$ cat src/adc_link_pkg.sv
// adc_link_pkg: shared constants for the serial result port and its host reader
// assumes: one 10 MHz system clock; the shift clock comes from the host end
package adc_link_pkg;
    localparam int unsigned RES_W          = 21;     // two's complement word width
    localparam int unsigned RES_W_BIN      = 20;     // straight binary word width
    localparam int unsigned CNT_W          = 8;      // bit counter width on host side
    localparam int unsigned SCLK_PERIOD_NS = 800;    // shift clock period
    localparam int unsigned CLK_PERIOD_NS  = 100;    // system clock period
    localparam int unsigned SCLK_HALF_CYC  = SCLK_PERIOD_NS / (2 * CLK_PERIOD_NS);
    localparam int unsigned FINAL_SAMPLES  = 16;     // m final sample points
    localparam int unsigned CONV_CYC       = 64;     // cycles after the final samples to result
    localparam int unsigned CONV_CNT_W     = 8;
    localparam int unsigned FSS_HOLD_CYC   = 4;      // start level length; a one-clock pulse never passes the pin filter
    localparam logic        FMT_TWOS       = 1'b0;   // format select value
    localparam logic        FMT_BIN        = 1'b1;
endpackage : adc_link_pkg

$ cat src/adc_link_if.sv
// adc_link_if: pins between the converter result port and the host reader
// assumes: open-collector flags are resolved here; tri-state data goes to the host unresolved, beside its enable
`timescale 1ns/1ps
interface adc_link_if;
    logic sclk;        // shift clock, host driven
    logic chain_in;    // upstream serial data into device
    logic sdata;       // device serial output value
    logic sdata_oe;    // device drives sdata
    logic xmit_en;     // transmit enable, host driven, active high
    logic ready;       // result ready
    logic ovr_pos_o;   // over-range high: pulls low when oe high
    logic ovr_pos_oe;
    logic ovr_neg_o;
    logic ovr_neg_oe;
    logic final_sample_start;
    logic ovr_pos_n;   // resolved wired-or level, active low
    logic ovr_neg_n;
    assign ovr_pos_n = ovr_pos_oe ? ovr_pos_o : 1'b1;
    assign ovr_neg_n = ovr_neg_oe ? ovr_neg_o : 1'b1;
    modport device (input sclk, chain_in, xmit_en, final_sample_start,
                    output sdata, sdata_oe, ready, ovr_pos_o, ovr_pos_oe, ovr_neg_o, ovr_neg_oe);
    modport host   (output sclk, xmit_en, final_sample_start,
                    input sdata, sdata_oe, ready, ovr_pos_n, ovr_neg_n);
endinterface : adc_link_if

$ cat src/adc_serial_result_port.sv
// adc_serial_result_port: device end; result word, chain shift, ready and over-range
// assumes: shift clock arrives asynchronously and is sampled by clk_i
`timescale 1ns/1ps

// How it works
// shift chain and output at shift clock rate
// shift clock sampled as independent domain
// host idles shift clock during sample collection
// host syncs shift clock if shifting then
// host gates shift clock to transfers only
// output register passes chain input through
// word is 21-bit twos or 20-bit binary
// most significant bit goes first
// output tri-stated while transmit disabled
// ready set at completion until transmit
// over-range flags are open-collector
// flag set when feedback or filter overflow while converting
// flags clear one clock after ready
// host captures flags on ready rise
// host holds transmit until chain drained
// final start begins m-sample collection
// format comes from configuration field
// output changes on falling, sampled rising
module adc_serial_result_port
    import adc_link_pkg::*;
(
    input  wire logic                 clk_i,          // system clock
    input  wire logic                 resetn_i,       // async reset, active low
    adc_link_if.device                link,           // pins to host
    input  wire logic                 fmt_sel_i,      // output format field
    input  wire logic [RES_W-1:0]     conv_data_i,    // filter result word
    input  wire logic                 dac_ovr_pos_i,  // feedback converter over full scale
    input  wire logic                 dac_ovr_neg_i,  // feedback converter under full scale
    input  wire logic                 flt_ovr_pos_i,  // filter over full scale
    input  wire logic                 flt_ovr_neg_i,  // filter under full scale
    output logic                      converting_o    // sample collection busy
);
    import adc_link_pkg::*;

    typedef enum logic [2:0] {
        ST_IDLE = 3'b001,
        ST_CONV = 3'b010,
        ST_DONE = 3'b100
    } conv_state_e;

    conv_state_e             state_r;
    logic [CONV_CNT_W-1:0]   conv_cnt_r;
    logic [2:0]              sclk_sync_r, xen_sync_r, fss_sync_r, din_sync_r;
    logic                    sclk_lvl_r, xen_lvl_r, fss_lvl_r;
    logic                    sclk_rise, sclk_fall, fss_rise;
    logic [RES_W-1:0]        shreg_r;
    logic                    din_cap_r;
    logic                    ready_r, ovr_pos_r, ovr_neg_r, clr_pend_r, sdata_r;
    logic                    done;

    // three-stage sampling; change counts when stages 2 and 3 agree
    always_ff @(posedge clk_i or negedge resetn_i)
    begin
        if (!resetn_i)
        begin
            sclk_sync_r <= 3'b000;
            xen_sync_r  <= 3'b000;
            fss_sync_r  <= 3'b000;
            din_sync_r  <= 3'b000;
        end
        else
        begin
            sclk_sync_r <= {sclk_sync_r[1:0], link.sclk};
            xen_sync_r  <= {xen_sync_r[1:0], link.xmit_en};
            fss_sync_r  <= {fss_sync_r[1:0], link.final_sample_start};
            din_sync_r  <= {din_sync_r[1:0], link.chain_in};
        end
    end

    always_ff @(posedge clk_i or negedge resetn_i)
    begin
        if (!resetn_i)
        begin
            sclk_lvl_r <= 1'b0;
            xen_lvl_r  <= 1'b0;
            fss_lvl_r  <= 1'b0;
        end
        else
        begin
            if (sclk_sync_r[1] == sclk_sync_r[2])
                sclk_lvl_r <= sclk_sync_r[2];
            if (xen_sync_r[1] == xen_sync_r[2])
                xen_lvl_r <= xen_sync_r[2];
            if (fss_sync_r[1] == fss_sync_r[2])
                fss_lvl_r <= fss_sync_r[2];
        end
    end

    assign sclk_rise = (sclk_sync_r[1] == sclk_sync_r[2]) && sclk_sync_r[2] && !sclk_lvl_r;
    assign sclk_fall = (sclk_sync_r[1] == sclk_sync_r[2]) && !sclk_sync_r[2] && sclk_lvl_r;
    assign fss_rise  = (fss_sync_r[1] == fss_sync_r[2]) && fss_sync_r[2] && !fss_lvl_r;

    // conversion sequencing: final sample collection then result
    always_ff @(posedge clk_i or negedge resetn_i)
    begin
        if (!resetn_i)
        begin
            state_r    <= ST_IDLE;
            conv_cnt_r <= '0;
        end
        else
        begin
            case (state_r)
                ST_IDLE:
                begin
                    if (fss_rise)
                    begin
                        state_r    <= ST_CONV;
                        conv_cnt_r <= CONV_CNT_W'(FINAL_SAMPLES + CONV_CYC - 1);
                    end
                end
                ST_CONV:
                begin
                    if (conv_cnt_r == '0)
                        state_r <= ST_DONE;
                    else
                        conv_cnt_r <= conv_cnt_r - 1'b1;
                end
                ST_DONE:
                    state_r <= ST_IDLE;
                default:
                    state_r <= ST_IDLE;
            endcase
        end
    end

    assign done         = (state_r == ST_DONE);
    assign converting_o = (state_r == ST_CONV);

    // shift register: data captured on rising, shifted out on falling
    always_ff @(posedge clk_i or negedge resetn_i)
    begin
        if (!resetn_i)
        begin
            shreg_r   <= '0;
            din_cap_r <= 1'b0;
            sdata_r   <= 1'b0;
        end
        else if (done)
        begin
            if (fmt_sel_i == FMT_BIN)
                shreg_r <= {conv_data_i[RES_W_BIN-1:0], 1'b0};
            else
                shreg_r <= conv_data_i;
            sdata_r <= (fmt_sel_i == FMT_BIN) ? conv_data_i[RES_W_BIN-1] : conv_data_i[RES_W-1];
        end
        else if (xen_lvl_r)
        begin
            if (sclk_rise)
                din_cap_r <= din_sync_r[2];
            if (sclk_fall)
            begin
                shreg_r <= {shreg_r[RES_W-2:0], din_cap_r};
                sdata_r <= shreg_r[RES_W-2];
            end
        end
    end

    assign link.sdata    = sdata_r;
    assign link.sdata_oe = xen_lvl_r;

    // ready and over-range flags
    always_ff @(posedge clk_i or negedge resetn_i)
    begin
        if (!resetn_i)
        begin
            ready_r    <= 1'b0;
            ovr_pos_r  <= 1'b0;
            ovr_neg_r  <= 1'b0;
            clr_pend_r <= 1'b0;
        end
        else
        begin
            if (done)
                ready_r <= 1'b1;
            else if (xen_lvl_r)
                ready_r <= 1'b0;
            clr_pend_r <= done;
            if (converting_o && (dac_ovr_pos_i || flt_ovr_pos_i))
                ovr_pos_r <= 1'b1;
            else if (clr_pend_r)
                ovr_pos_r <= 1'b0;
            if (converting_o && (dac_ovr_neg_i || flt_ovr_neg_i))
                ovr_neg_r <= 1'b1;
            else if (clr_pend_r)
                ovr_neg_r <= 1'b0;
        end
    end

    assign link.ready      = ready_r;
    assign link.ovr_pos_o  = 1'b0;
    assign link.ovr_pos_oe = ovr_pos_r;
    assign link.ovr_neg_o  = 1'b0;
    assign link.ovr_neg_oe = ovr_neg_r;
endmodule : adc_serial_result_port

$ cat src/flat_wrapper.sv
// flat-port wrapper written by rule: the top's interface ports become plain ports
module adc_serial_result_port_flat import adc_link_pkg::*;
  (clk_i, resetn_i, fmt_sel_i, conv_data_i, dac_ovr_pos_i, dac_ovr_neg_i, flt_ovr_pos_i, flt_ovr_neg_i, converting_o, link_sclk, link_chain_in, link_xmit_en, link_final_sample_start, link_sdata, link_sdata_oe, link_ready, link_ovr_pos_o, link_ovr_pos_oe, link_ovr_neg_o, link_ovr_neg_oe);
  adc_link_if link_i ();
  input  wire logic clk_i;
  input  wire logic resetn_i;
  input  wire logic fmt_sel_i;
  input  wire logic [RES_W-1:0] conv_data_i;
  input  wire logic dac_ovr_pos_i;
  input  wire logic dac_ovr_neg_i;
  input  wire logic flt_ovr_pos_i;
  input  wire logic flt_ovr_neg_i;
  output logic converting_o;
  input wire logic [$bits(link_i.sclk)-1:0] link_sclk;
  input wire logic [$bits(link_i.chain_in)-1:0] link_chain_in;
  input wire logic [$bits(link_i.xmit_en)-1:0] link_xmit_en;
  input wire logic [$bits(link_i.final_sample_start)-1:0] link_final_sample_start;
  output wire logic [$bits(link_i.sdata)-1:0] link_sdata;
  output wire logic [$bits(link_i.sdata_oe)-1:0] link_sdata_oe;
  output wire logic [$bits(link_i.ready)-1:0] link_ready;
  output wire logic [$bits(link_i.ovr_pos_o)-1:0] link_ovr_pos_o;
  output wire logic [$bits(link_i.ovr_pos_oe)-1:0] link_ovr_pos_oe;
  output wire logic [$bits(link_i.ovr_neg_o)-1:0] link_ovr_neg_o;
  output wire logic [$bits(link_i.ovr_neg_oe)-1:0] link_ovr_neg_oe;
  assign link_i.sclk = link_sclk;
  assign link_i.chain_in = link_chain_in;
  assign link_i.xmit_en = link_xmit_en;
  assign link_i.final_sample_start = link_final_sample_start;
  assign link_sdata = link_i.sdata;
  assign link_sdata_oe = link_i.sdata_oe;
  assign link_ready = link_i.ready;
  assign link_ovr_pos_o = link_i.ovr_pos_o;
  assign link_ovr_pos_oe = link_i.ovr_pos_oe;
  assign link_ovr_neg_o = link_i.ovr_neg_o;
  assign link_ovr_neg_oe = link_i.ovr_neg_oe;
  adc_serial_result_port u_core (.clk_i(clk_i), .resetn_i(resetn_i), .link(link_i), .fmt_sel_i(fmt_sel_i), .conv_data_i(conv_data_i), .dac_ovr_pos_i(dac_ovr_pos_i), .dac_ovr_neg_i(dac_ovr_neg_i), .flt_ovr_pos_i(flt_ovr_pos_i), .flt_ovr_neg_i(flt_ovr_neg_i), .converting_o(converting_o));
endmodule
$ cat config.mk
export PLATFORM = sky130hd
export DESIGN_NAME = adc_serial_result_port_flat
export DESIGN_NICKNAME = d
export VERILOG_FILES = /design/src/adc_link_pkg.sv /design/src/adc_link_if.sv /design/src/adc_serial_result_port.sv /design/src/flat_wrapper.sv
export SDC_FILE = /design/constraint.sdc
export NUM_CORES = 1
export LEC_CHECK = 0
export BUFFER_PORTS_ARGS = -buffer_cell sky130_fd_sc_hd__clkbuf_2
export CELL_PAD_IN_SITES_DETAIL_PLACEMENT = 1
export CELL_PAD_IN_SITES_GLOBAL_PLACEMENT = 1
export CORE_MARGIN = 2
export CORE_UTILIZATION = 29
export DETAILED_ROUTE_END_ITERATION = 7
export GPL_ROUTABILITY_DRIVEN = 0
export PLACE_DENSITY = 0.57
export SLEW_MARGIN = 30
export SYNTH_ARGS = -nofsm -noshare
export SYNTH_HDL_FRONTEND = slang
export SYNTH_SLANG_ARGS = --single-unit
$ cat constraint.sdc
create_clock -name clk_i -period 2.3 [get_ports clk_i]
set_clock_uncertainty 0.15 [all_clocks]
set_input_delay 0 -clock clk_i [delete_from_list [all_inputs] [get_ports clk_i]]
set_output_delay 0 -clock clk_i [all_outputs]
set_load 0.03 [all_outputs]
## Word-level counts from Yosys, hierarchy flattened

Index checks and enable logic that the tools add are counted.

- Memory bits (writable): 0
- Bits in registers: 52
- Bits of input ports: 32
- Memories: 0
- Latch bits: 0
- Bits in read-only memories: 0

- Order comparisons: 0
- Shifts and indexed selects: 0
- Bitwise gates (word level): 1
- Multipliers: 0
- Mux-type cells: 19
- Div/mod/pow operators: 0
- Equal/unequal tests: 9
- Reduce and logical (&&, ||, !) cells: 23
- Add/subtract/negate cells: 1

Operators by type and width:

| cell | number |
|---|---|
| $mux 20 | 4 |
| $mux 8 | 2 |
| $pmux 8 s2 | 1 |
| $reduce_bool 2->1 | 5 |
| $mux 1 | 9 |
| $logic_and 1x1->1 | 8 |
| $logic_not 8->1 | 1 |
| $sub 8x1->8 const B | 1 |
| $mux 3 | 2 |
| $pmux 3 s2 | 1 |
| $reduce_and 3->1 | 2 |
| $ne 2x2->1 const B | 2 |
| $reduce_and 2->1 | 2 |
| $eq 1x1->1 | 3 |
| $eq 3x1->1 const B | 1 |
| $eq 3x2->1 const B | 1 |
| $eq 3x3->1 const B | 1 |
| $logic_not 1->1 | 3 |
| $logic_or 1x1->1 | 2 |
| $ne 2x1->1 const B | 1 |
| $not 1->1 | 1 |

## Depth between registers and ports, before layout

- Depth in word-level cells: 6
- Gate-level depth with buffers: 6
- Gate-level depth less buffers: 5

## Worst setup path before layout

OpenSTA, ideal clock, no wires.

- Kind: reg-to-reg
- From: register u_core.state_r[2]
- To: register u_core.conv_cnt_r[4]
- Path slack: 410 ps
- Library setup time: 77 ps
- Cell stages (with the launch flop): 5
- Clock period less this slack: 1890 ps
- Required time: 2073 ps
- Data arrival time: 1662 ps
- Cells stage by stage: dfrtp_1 > nor3b_4 > a21oi_2 > or4_1 > a21oi_1

- Word-level cells in the longest chain between the ends: 3
- Elaborated cells on any way between the ends: 7
- Those cells by class: eq/ne (4); mux (1); reduce/logical (2)

Ends and longest elaborated chain:

| what | RTL line | text |
|---|---|---|
| start, declared | adc_serial_result_port.sv:46 | `conv_state_e state_r;` |
| start signal, assigned | adc_serial_result_port.sv:103 | `state_r <= ST_IDLE;` |
| start signal, assigned | adc_serial_result_port.sv:113 | `state_r <= ST_CONV;` |
| start signal, assigned | adc_serial_result_port.sv:120 | `state_r <= ST_DONE;` |
| $eq 3x2->1 * | n/a |  |
| net converting_o | flat_wrapper.sv:13 | `output logic converting_o;` |
| $ne 2x2->1 (no source line) / $reduce_bool 2->1 (equally long branches) | n/a |  |
| $reduce_and 3->1 (no source line) | n/a |  |
| end signal, assigned | adc_serial_result_port.sv:114 | `conv_cnt_r <= CONV_CNT_W'(FINAL_SAMPLES + CONV_CYC - 1);` |
| end signal, assigned | adc_serial_result_port.sv:122 | `conv_cnt_r <= conv_cnt_r - 1'b1;` |
| end, declared | adc_serial_result_port.sv:47 | `logic [CONV_CNT_W-1:0] conv_cnt_r;` |

Mark *: on every way through the listed nets, which the timed path passes. The rest lies on a longest branch.
A chain may end at the register's enable or synchronous reset.

## Worst setup path after layout

- From: register u_core.state_r[0]
- To: register u_core.shreg_r[17]

- Word-level cells in the longest chain between the ends: 3
- Elaborated cells on any way between the ends: 5
- Those cells by class: eq/ne (1); mux (1); reduce/logical (3)

Ends and longest elaborated chain:

| what | RTL line | text |
|---|---|---|
| $eq 3x3->1 * | adc_serial_result_port.sv:132 | `assign done = (state_r == ST_DONE);` |
| $reduce_bool 2->1 (no source line) | n/a |  |
| $reduce_and 2->1 (no source line) | n/a |  |
| end signal, assigned | adc_serial_result_port.sv:147 | `shreg_r <= {conv_data_i[RES_W_BIN-1:0], 1'b0};` |
| end signal, assigned | adc_serial_result_port.sv:149 | `shreg_r <= conv_data_i;` |
| end signal, assigned | adc_serial_result_port.sv:158 | `shreg_r <= {shreg_r[RES_W-2:0], din_cap_r};` |
| end, declared | adc_serial_result_port.sv:51 | `logic [RES_W-1:0] shreg_r;` |

Every way passes the cells marked *; elsewhere a longest branch is shown, timed or not.

==> impl_metrics.tcl <==
set metrics [dict create \
    outcome "finished, final reports clean" \
    floorplan.die_area_um2 9050 \
    synth.top_cell.area_share_pct 53.0 \
    crit_slowest_cell "sky130_fd_sc_hd__dlygate4sd3_1" \
    drt_drc_violations_left 0 \
    clock_insertion_delay_worst_skew_ns 0.30 \
    fmax_mhz 476 \
    worst_pin_slew_ns 0.737 \
    timing.max_cap.violations 0 \
    die_y_um 95.1 \
    setup_tns_ns 0 \
    clock_path_buffers 2 \
    grt_pass1_wl_um 10100 \
    drt-vias-per-instance 4.77 \
    totalPowerFinal_mw 2.15 \
    cellLeakagePower_nw 1.42 \
    htree_levels 2 \
    fillers 934 \
    place.detailed.instances 377 \
    timing.final.crit_period_ns 2.10 \
    area_growth_pct 33.1 \
    synth-seq-area-share_pct 54.1 \
    critical_path_peak_fanout 43 \
    portbufs 37 \
    clock_sinks 52 \
    std_cell_rows 33 \
    synth_cells 244 \
    finish_stage_setup_viols 0 \
    cts_resizes 0 \
    cts_hold_repair.buffers 41 \
    cts-root-buf "sky130_fd_sc_hd__clkbuf_8" \
    insertedDiodeCount 0 \
    timing.setup.critical_path_class "reg -> reg" \
    netlist-cell-type-count 34 \
    globalRouteOverflowTotal 0 \
    layout.cell_area.non_filler_um2 3200 \
    final-max-slew-violation-count 0 \
    antenna_found_initial 0 \
    startpoint "u_core.state_r[0]" \
    max_stage_delay_ns 0.60 \
    post-cts-setup-buffers 0 \
    worstSetupStartpointType "register" \
    cts-buffers-inserted 5 \
    critical_path.endpoint_type "register" \
    grtUsageTotal_pct 14.3 \
    drtIter0Drc 51 \
    grt_max_degree 44 \
    synth.cell_area_um2 2410 \
    power_density_nw_per_um2 672 \
    avgSynthCellArea_um2 9.87 \
    setup_repair_after_global_routing_missed_its_margin "false" \
    fin_cells 425 \
    timing.max_slew.rel_slack_pct 50.9 \
    final_util_pct 39.4 \
    tritoncts "yes" \
    critical_path.top_delay_family "buffers and inverters" \
    worst_ir_drop_vdd_mv 0.301 \
    io_pins 40 \
    reg2reg_depth 6 \
    reg2reg_to "u_core.shreg_r[17]" \
    routed-via-count 2028 \
    synthesis.yosys.warnings 0 \
    hpwl_um 3590 \
    firstDrtPassIters 4 \
    crit-reg2reg-launch "u_core.state_r[0]" \
    initial_core_util_pct 29.6 \
    dpl_ws_ns 0.386 \
    die_x_um 95.1 \
    layout-drive-gt1-share_pct 17.2 \
    critical_path.n_buffers_inverters 2 \
    timing.final.hold_violations 0 \
    avgRoutedWirePerCell_um 13.8 \
    wl_um 5880 \
    reg2reg_slack_ns 0.20 \
    post-route-period-util_pct 91.3 \
    ant_nets 0 \
    critical_path_arrival_ns 2.17 \
    number_of_global_route_vias_before_repair 2080 \
    final.setup.worst_slack_ns 0.199 \
    synthDominantAreaCellType "sky130_fd_sc_hd__dfrtp_1" \
    count_of_nets_after_finishing 357 \
    worst_min_path_class "in -> async" \
    clk_pin_slew_worst_paths_ns 0.10 \
    leading_post_synthesis_cells_by_cell_area "sky130_fd_sc_hd__dfrtp_1 (53%), sky130_fd_sc_hd__nand2_1 (7.6%), sky130_fd_sc_hd__a211oi_1 (6.2%)" \
    placed_area_um2 2710 \
    synth-seq-cells 52 \
    worst_ep_required_time_ns 2.37 \
    cp_cell_sequence "nor2_1 > nand2_1 > buf_12 > a211oi_1 > dlygate4sd3_1 > a31oi_1" \
    placeableCoreArea_um2 8130 \
    holdWs_ns 0.133 \
]
[cell type report]
cell class | instances | area (µm²) | area share, %
Clock buffer | 5 | 68.8 | 2.15
Inverter | 10 | 37.5 | 1.17
Multi-Input combinational cell | 168 | 1010 | 31.4
Sequential cell | 52 | 1300 | 40.6
Tap cell | 105 | 131 | 4.10
Timing Repair Buffer | 83 | 646 | 20.1
Clock inverter | 2 | 12.5 | 0.390
[logic make-up (layout without fill, tap and decap cells)]
| kind of cell | Yosys count | after routing | synth area share [%] |
|---|---|---|---|
| simple gates | 96 | 96 | 20.2 |
| mux | 3 | 3 | 1.35 |
| buf+inv | 25 | 100 | 4.26 |
| flops | 52 | 52 | 54.1 |
| other cells | 1 | 2 | 0.156 |
| compound gates | 61 | 61 | 16.9 |
| fa+ha+maj | 6 | 6 | 3.01 |
[power breakdown]
group          leakage (nW)  internal, mW  switching [mW]
Combinational         0.751         0.204           0.207
Sequential            0.628          1.12           0.124
Clock                0.0400         0.207           0.294
Total                  1.42          1.53           0.624
[registers in the layout, indices dropped and copies added, names as in the netlist]
signal / flops
u_core.shreg_r: 20
u_core.conv_cnt_r: 8
u_core.din_sync_r: 3
u_core.fss_sync_r: 3
u_core.sclk_sync_r: 3
u_core.state_r: 3
u_core.xen_sync_r: 3
u_core.clr_pend_r: 1
u_core.din_cap_r: 1
u_core.fss_lvl_r: 1
u_core.link.ovr_neg_oe: 1
u_core.link.ovr_pos_oe: 1
u_core.link.ready: 1
u_core.link.sdata: 1
u_core.link.sdata_oe: 1
u_core.sclk_lvl_r: 1
[worst register-to-register path, cell delays in order (launching register included)]
cell,delay (ns)
sky130_fd_sc_hd__dfstp_2,0.57
sky130_fd_sc_hd__nor2_1,0.05
sky130_fd_sc_hd__nand2_1,0.17
sky130_fd_sc_hd__buf_12,0.25
sky130_fd_sc_hd__a211oi_1,0.09
sky130_fd_sc_hd__dlygate4sd3_1,0.60
sky130_fd_sc_hd__a31oi_1,0.16
[Yosys cell counts, drive strengths merged]
cell type,count
dfstp,1
and4,1
buf,4
nor4,1
nor3b,1
clkbuf,11
mux2i,1
nand3,4
a311oi,1
nor3,4
conb,1
nand2,49
nor2,6
a2bb2oi,1
o21a,2
and3,2
and2,4
o21ai,6
and4bb,1
a31oi,22
or4,3
o31ai,3
mux2,2
a21oi,6
nor2b,19
inv,10
ha,5
maj3,1
dfrtp,51
a211oi,20
nand4b,1
[metal layers]
layer | GRT usage [%] | up-vias | wire [µm] | share of wire, %
li1 | - | 1004 | - | -
met1 | 18.2 | 1002 | 2850 | 48
met2 | 25.0 | 20 | 2880 | 49
met3 | 3.08 | 2 | 115 | 2.0
met4 | 2.90 | 0 | 34 | 0.58
met5 | 0 | - | 0 | 0
[placed cells by master (no fill, tap or decap), types with 2 or more instances in the layout]
cell / netlist / final
sky130_fd_sc_hd__dfrtp_1: 51 / 51
sky130_fd_sc_hd__nand2_1: 49 / 49
sky130_fd_sc_hd__dlygate4sd3_1: 0 / 41
sky130_fd_sc_hd__clkbuf_2: 0 / 37
sky130_fd_sc_hd__a31oi_1: 22 / 22
sky130_fd_sc_hd__a211oi_1: 20 / 20
sky130_fd_sc_hd__nor2b_1: 19 / 19
sky130_fd_sc_hd__inv_1: 10 / 10
sky130_fd_sc_hd__nor2_1: 6 / 6
sky130_fd_sc_hd__o21ai_0: 6 / 6
sky130_fd_sc_hd__a21oi_1: 5 / 5
sky130_fd_sc_hd__ha_1: 5 / 5
sky130_fd_sc_hd__clkbuf_8: 0 / 5
sky130_fd_sc_hd__nand3_1: 4 / 4
sky130_fd_sc_hd__and2_1: 4 / 4
sky130_fd_sc_hd__nor3_1: 4 / 4
sky130_fd_sc_hd__buf_4: 2 / 4
sky130_fd_sc_hd__o31ai_1: 3 / 3
sky130_fd_sc_hd__or4_1: 3 / 3
sky130_fd_sc_hd__and3_1: 2 / 2
sky130_fd_sc_hd__o21a_1: 2 / 2
sky130_fd_sc_hd__mux2_2: 2 / 2
sky130_fd_sc_hd__conb_1: 1 / 2
[worst max-delay path by stage]
stage	cells after the start	to	slack, ns
finish	6	u_core.shreg_r[17]	0.20
global route	6	u_core.shreg_r[17]	0.05
CTS	6	u_core.shreg_r[2]	0.20
detailed placement	4	u_core.conv_cnt_r[5]	0.39
global placement	4	u_core.conv_cnt_r[7]	0.45
floorplan	4	u_core.conv_cnt_r[4]	0.41
Power figures use the tool's default switching activity.
